File: config.mk
export PLATFORM = sky130hd
export DESIGN_NAME = cpi_unit
export DESIGN_NICKNAME = d
export VERILOG_FILES = /design/src/logic/cpi_pkg.sv /design/src/logic/cpi_unit.sv
export SDC_FILE = /design/constraint.sdc
export NUM_CORES = 1
export LEC_CHECK = 0
export ABC_AREA = 1
export BUFFER_PORTS_ARGS = -buffer_cell sky130_fd_sc_hd__buf_2
export CAP_MARGIN = 20
export CELL_PAD_IN_SITES_DETAIL_PLACEMENT = 1
export CELL_PAD_IN_SITES_GLOBAL_PLACEMENT = 2
export CORE_ASPECT_RATIO = 1.1
export CORE_MARGIN = 2
export CORE_UTILIZATION = 20
export CTS_CLUSTER_SIZE = 24
export DETAILED_ROUTE_END_ITERATION = 16
export GPL_TIMING_DRIVEN = 0
export PLACE_DENSITY = 0.84
export SYNTH_ARGS = -nofsm -noshare
export SYNTH_HDL_FRONTEND = slang
export SYNTH_SLANG_ARGS = --single-unit
File: constraint.sdc
create_clock -name sys_clk -period 2.2 [get_ports sys_clk]
set_clock_uncertainty 0.05 [all_clocks]
set_input_delay 0.33 -clock sys_clk [delete_from_list [all_inputs] [get_ports sys_clk]]
set_output_delay 0.33 -clock sys_clk [all_outputs]
set_load 0.01 [all_outputs]
File: src/logic/cpi_pkg.sv
package cpi_pkg;
  // Opcodes of the two interrupt-control instructions.
  localparam logic [11:0] OP_INT_ENABLE = 12'hC01;
  localparam logic [11:0] OP_INT_DISABLE = 12'hC02;
  // Forced subroutine call target and the vector word that follows it.
  localparam logic [11:0] CALL_ADDR = 12'h000;
  localparam logic [11:0] VECTOR_ADDR = 12'h001;
  localparam logic ENABLE_RESET = 1'b0;
  localparam int DEV_COUNT = 8;

  typedef struct packed {
    logic done;
    logic [11:0] opcode;
    logic [11:0] next_pc;
  } cpi_retire_t;

  typedef struct packed {
    logic take;
    logic [11:0] store_addr;
    logic [11:0] store_data;
    logic [11:0] fetch_addr;
  } cpi_force_t;
endpackage

File: src/logic/cpi_unit.sv
// How it works
// - Decoding opcode 6001 turns the interrupt facility on.
// - Decoding opcode 6002 turns the interrupt facility off.
// - With facility on and a flag set, interrupt waits for current instruction end.
// - Taking an interrupt stores the next program counter into location 0.
// - After the store, the processor fetches the instruction at location 1.
// - Taking an interrupt turns the facility off.
// - An enable takes effect only after the following instruction completes.
`timescale 1ns/1ps
`default_nettype none
module cpi_unit #(
  parameter int NDEV = cpi_pkg::DEV_COUNT
) (
  input wire logic sys_clk,
  input wire logic sys_rst,
  input wire logic [NDEV-1:0] dev_ready,
  input wire cpi_pkg::cpi_retire_t retire,
  output cpi_pkg::cpi_force_t force_call,
  output logic int_enabled
);
  // Refused while the design is being built, since a unit with no flags can never interrupt.
  if (NDEV < 1)
  begin : g_ndev_check
    $error("NDEV must be at least one");
  end

  logic enable_r;
  logic enable_nxt;
  logic pending_r;
  logic pending_nxt;
  logic [11:0] ret_pc_r;
  logic take_r;

  // Flags from the same clock domain need no synchroniser.
  wire irq_any = |dev_ready;
  wire is_on = retire.done && (retire.opcode == cpi_pkg::OP_INT_ENABLE);
  wire is_off = retire.done && (retire.opcode == cpi_pkg::OP_INT_DISABLE);
  // An interrupt is only taken at an instruction boundary.
  // The instruction that ends the shadow of an enable is never interrupted, even
  // when the facility was already on, so the return jump always completes.
  wire take = enable_r && irq_any && retire.done && !is_off && !is_on && !pending_r;

  // The pending stage holds off the enable for one more instruction so the
  // return jump that follows it finishes before a new interrupt can fire.
  always_comb
  begin
    enable_nxt = enable_r;
    pending_nxt = pending_r;
    if (retire.done)
    begin
      if (pending_r)
      begin
        enable_nxt = 1'b1;
        pending_nxt = 1'b0;
      end
      if (is_on)
        pending_nxt = 1'b1;
      if (is_off)
      begin
        enable_nxt = 1'b0;
        pending_nxt = 1'b0;
      end
      if (take)
        enable_nxt = 1'b0;
    end
  end

  always_ff @(posedge sys_clk)
  begin
    if (sys_rst)
    begin
      enable_r <= cpi_pkg::ENABLE_RESET;
      pending_r <= 1'b0;
      take_r <= 1'b0;
      ret_pc_r <= 12'h000;
    end
    else
    begin
      enable_r <= enable_nxt;
      pending_r <= pending_nxt;
      take_r <= take;
      if (take)
        ret_pc_r <= retire.next_pc;
    end
  end

  assign force_call.take = take_r;
  assign force_call.store_addr = cpi_pkg::CALL_ADDR;
  assign force_call.store_data = ret_pc_r;
  assign force_call.fetch_addr = cpi_pkg::VECTOR_ADDR;
  assign int_enabled = enable_r;

  property p_on;
    @(posedge sys_clk) disable iff (sys_rst)
    is_on && !enable_r |=> pending_r && !enable_r;
  endproperty
  a_on: assert property (p_on) else $error("enable not delayed");

  property p_off;
    @(posedge sys_clk) disable iff (sys_rst) is_off |=> !enable_r && !pending_r;
  endproperty
  a_off: assert property (p_off) else $error("disable failed");

  property p_boundary;
    @(posedge sys_clk) disable iff (sys_rst) take_r |-> $past(retire.done);
  endproperty
  a_boundary: assert property (p_boundary) else $error("take mid instruction");

  property p_store;
    @(posedge sys_clk) disable iff (sys_rst)
    take |=> force_call.take && force_call.store_data == $past(retire.next_pc);
  endproperty
  a_store: assert property (p_store) else $error("wrong return address");

  property p_fetch;
    @(posedge sys_clk) disable iff (sys_rst)
    force_call.take |-> force_call.fetch_addr == 12'h001 && force_call.store_addr == 12'h000;
  endproperty
  a_fetch: assert property (p_fetch) else $error("bad vector");

  property p_self_off;
    @(posedge sys_clk) disable iff (sys_rst) take |=> !enable_r;
  endproperty
  a_self_off: assert property (p_self_off) else $error("still enabled");

  property p_delay;
    @(posedge sys_clk) disable iff (sys_rst) pending_r |-> !take;
  endproperty
  a_delay: assert property (p_delay) else $error("interrupt in shadow");

  property p_or;
    @(posedge sys_clk) disable iff (sys_rst)
    enable_r && retire.done && !is_on && !is_off && dev_ready != '0 |=> force_call.take;
  endproperty
  a_or: assert property (p_or) else $error("request missed");

  // An enable instruction is itself never interrupted.
  property p_on_no_take;
    @(posedge sys_clk) disable iff (sys_rst)
    is_on |=> !force_call.take;
  endproperty
  a_on_no_take: assert property (p_on_no_take) else $error("enable interrupted");

  // A disable instruction is itself never interrupted.
  property p_off_no_take;
    @(posedge sys_clk) disable iff (sys_rst)
    is_off |=> !force_call.take;
  endproperty
  a_off_no_take: assert property (p_off_no_take) else $error("disable interrupted");

  // The shadow ends with the next completed instruction unless that one disables or enables again.
  property p_shadow_end;
    @(posedge sys_clk) disable iff (sys_rst)
    pending_r && retire.done && !is_off && !is_on |=> enable_r && !pending_r;
  endproperty
  a_shadow_end: assert property (p_shadow_end) else $error("shadow too long");

  // A forced call needs at least one flag up at the boundary before it.
  property p_take_flag;
    @(posedge sys_clk) disable iff (sys_rst)
    force_call.take |-> $past(dev_ready != '0);
  endproperty
  a_take_flag: assert property (p_take_flag) else $error("call without flag");

  // A forced call needs the facility on at the boundary before it.
  property p_take_enabled;
    @(posedge sys_clk) disable iff (sys_rst)
    force_call.take |-> $past(enable_r);
  endproperty
  a_take_enabled: assert property (p_take_enabled) else $error("call while off");

  // The call lasts one cycle because taking it switches the facility off.
  property p_pulse;
    @(posedge sys_clk) disable iff (sys_rst)
    force_call.take |=> !force_call.take;
  endproperty
  a_pulse: assert property (p_pulse) else $error("call longer than one cycle");

  // The saved return address only moves when a new call is made.
  property p_hold_ret;
    @(posedge sys_clk) disable iff (sys_rst)
    !take |=> $stable(force_call.store_data);
  endproperty
  a_hold_ret: assert property (p_hold_ret) else $error("return address moved");

  // The enable state only changes when an instruction completes.
  property p_idle_stable;
    @(posedge sys_clk) disable iff (sys_rst)
    !retire.done |=> $stable(enable_r);
  endproperty
  a_idle_stable: assert property (p_idle_stable) else $error("enable moved idle");

  // While the facility is off no call is requested.
  property p_off_quiet;
    @(posedge sys_clk) disable iff (sys_rst)
    !enable_r |-> !take;
  endproperty
  a_off_quiet: assert property (p_off_quiet) else $error("call while disabled");

  // With every flag low there is nothing to take.
  property p_no_flag;
    @(posedge sys_clk) disable iff (sys_rst)
    dev_ready == '0 |-> !take;
  endproperty
  a_no_flag: assert property (p_no_flag) else $error("call with no flag");

  // Reset leaves the facility off and no call in flight.
  property p_reset_off;
    @(posedge sys_clk)
    sys_rst |=> !enable_r && !force_call.take;
  endproperty
  a_reset_off: assert property (p_reset_off) else $error("reset left facility on");
endmodule
`default_nettype wire

==> metrics.yaml <==
outcome:
  status: "finished, final reports clean"
timing:
  holdWs_ns: 0.214
  setup_viol: 0
  fin_crit_ns: 1.26
  fmax_mhz: 792
  fin_setup_tns_ns: 0
  post-route-period-util_pct: 57.4
  finalHoldViolCount: 0
  rsz0062_at_grt: "no"
  slew_viol_final: 0
cts:
  clock_latency_ns: 0.24
  ctsResizeCount: 0
  cts_sinks: 15
  cts_tree: "yes"
  root_buffer: "clkbuf_8"
  clkTransAtPathRegs_ns: 0.06
  cts_hold_buf: 0
  postCtsSetupRepairBufs: 0
  cts.path.max_buffers: 2
  numCtsBuffers: 3
  htreeDepth: 1
route:
  dr.pass1.iters: 3
  routedWlPerCell_um: 8.11
  via_per_inst: 3.41
  wl_um: 2210
  ant_nets: 0
  route.detailed.drc: 0
  num_vias: 928
  drtIter0Drc: 8
yosys:
  yosysWarningCount: 0
  avgSynthCellArea_um2: 6.84
  syn_area_um2: 971
  synth_seq_area_share_pct: 30.9
  synth_cell_type_count: 19
  ys_ff_latch: 15
  syn_inst: 142
power_and_ir_drop:
  ir_drop_mv: 0.150
  power.leakage_uw: 0.000844
  finalPower_uw: 594
  p_per_area_nw_per_um2: 422
critical_path:
  cp.arrival_ns: 1.36
  criticalPathCategory: "register to register"
  cp-end-kind: "register"
  cp_max_fo: 10
  r2r_end: "ret_pc_r[1]"
  cp.required_ns: 2.30
  endpoint: "ret_pc_r[1]"
  reg2reg_depth: 7
  critPathLaunch: "pending_r"
  r2r_slack_ns: 0.94
  cp-start-kind: "register"
  r2r_start: "pending_r"
floorplanning:
  io_pins: 73
  dieArea_um2: 5430
  start_util_pct: 20.9
  die_w_um: 70.4
  rows: 26
  core_um2: 4650
  die_y_um: 77.1
layout:
  diodes: 0
  finish.utilization_pct: 30.3
  area_delta_synth_final_pct: 45.1
  fill_cells: 612
  drive_gt1_share_pct: 44.4
  final_area_um2: 1410
  nNetsFinal: 252
placed_design:
  placed_area_um2: 1360
  place_hpwl_um: 1870
  port_buffers: 48
  gp_congestion: 0.671
global_routing:
  grt_pass1_vias: 899
  grt_pass1_wl_um: 3630
  grtUsageTotal_pct: 8.23
  grt_overflow: 0
  antenna_found_initial: 0
  grt_max_degree: 11
flow_run:
  maxCapViolations: 0
worst_hold_path:
  hold_path.class: "input pin to register"
==> per-stage QoR <==
step / cells / worst slack (ns)
6_report: 272 / 0.937
4_1_cts: 272 / 0.906
2_1_floorplan: 164 / 0.895
3_3_place_gp: 268 / 0.675
3_5_place_dp: 268 / 0.664
5_1_grt: 272 / 0.778
==> critical path: stages, from the launching register on <==
cell,delay [ns]
dfxtp_1,0.34
nor2_4,0.11
nand2_2,0.06
nor2_4,0.12
nand3_4,0.13
buf_6,0.18
nor2_1,0.12
nor2_2,0.05
==> worst min path at each step <==
| stage | startpoint | end | slack, ns | cells after the start |
|---|---|---|---|---|
| 3_5_place_dp | pending_r | pending_r | 0.46 | 2 |
| 2_1_floorplan | sys_rst | pending_r | 0.35 | 1 |
| 3_3_place_gp | ret_pc_r[9] | ret_pc_r[9] | 0.45 | 4 |
| 5_1_grt | sys_rst | pending_r | 0.22 | 2 |
| 4_1_cts | sys_rst | pending_r | 0.21 | 2 |
| 6_report | sys_rst | pending_r | 0.21 | 2 |
==> power by group <==
group / internal [µW] / switching, µW / total, µW / leakage [µW]
Clock: 128 / 96.4 / 225 / 0.0000228
Combinational: 55.0 / 43.0 / 98.0 / 0.000701
Sequential: 272 / 0.00823 / 272 / 0.000121
==> cells in the final DEF (no fill, tap or decap), drive strengths merged <==
master / count
buf: 75
clkbuf: 5
nor2: 39
o21ai: 1
conb: 24
nand3b: 1
inv: 17
nand2: 35
nand3: 2
a21oi: 1
or2: 1
dfxtp: 15
==> logic make-up (layout without fill, tap and decap cells) <==
group                  after synthesis  in the layout  share of synthesized area [%]
AND/OR/NAND/NOR                     78             78                           37.2
buffers and inverters               45             97                           30.0
flip-flops                          15             15                           30.9
other                                2             24                          0.773
AO/OA/AOI/OAI                        2              2                           1.03
==> cells in the mapped netlist <==
library cell / number / share of area (%)
nand3_4: 1 / 1.8
nand2_2: 7 / 4.5
o21ai_0: 1 / 0.51
clkbuf_8: 1 / 1.4
or2_1: 1 / 0.64
inv_2: 1 / 0.39
buf_8: 1 / 1.5
inv_1: 16 / 6.2
conb_1: 2 / 0.77
a21oi_1: 1 / 0.51
nand3_1: 1 / 0.51
dfxtp_1: 15 / 31
nor2_4: 2 / 2.3
nand2_1: 28 / 11
nor2_1: 31 / 12
nor2_2: 6 / 3.9
nand3b_1: 1 / 0.77
buf_4: 25 / 19
buf_6: 1 / 1.2
==> final cells by class <==
cell class | instances | area, µm² | area share, %
buffer | 28 | 228 | 16.2
sequential | 15 | 300 | 21.3
clock buffer | 4 | 45.0 | 3.20
multi-input combinational | 104 | 462 | 32.8
tap | 56 | 70.1 | 4.97
inverter | 17 | 63.8 | 4.53
timing repair buffer | 48 | 240 | 17.1
==> routing by layer <==
layer / vias up / GRT usage, % / wire (µm)
met5: - / 0 / 0
met4: 0 / 4.62 / 44
met3: 4 / 1.31 / 195
li1: 508 / - / -
met1: 376 / 8.54 / 848
met2: 40 / 15.4 / 1120
==> sequential cells by signal, indices dropped and copies added (netlist names) <==
signal and count:
ret_pc_r 12, take_r 1, pending_r 1, int_enabled 1
Note: power is estimated with default switching activity, not from simulation.
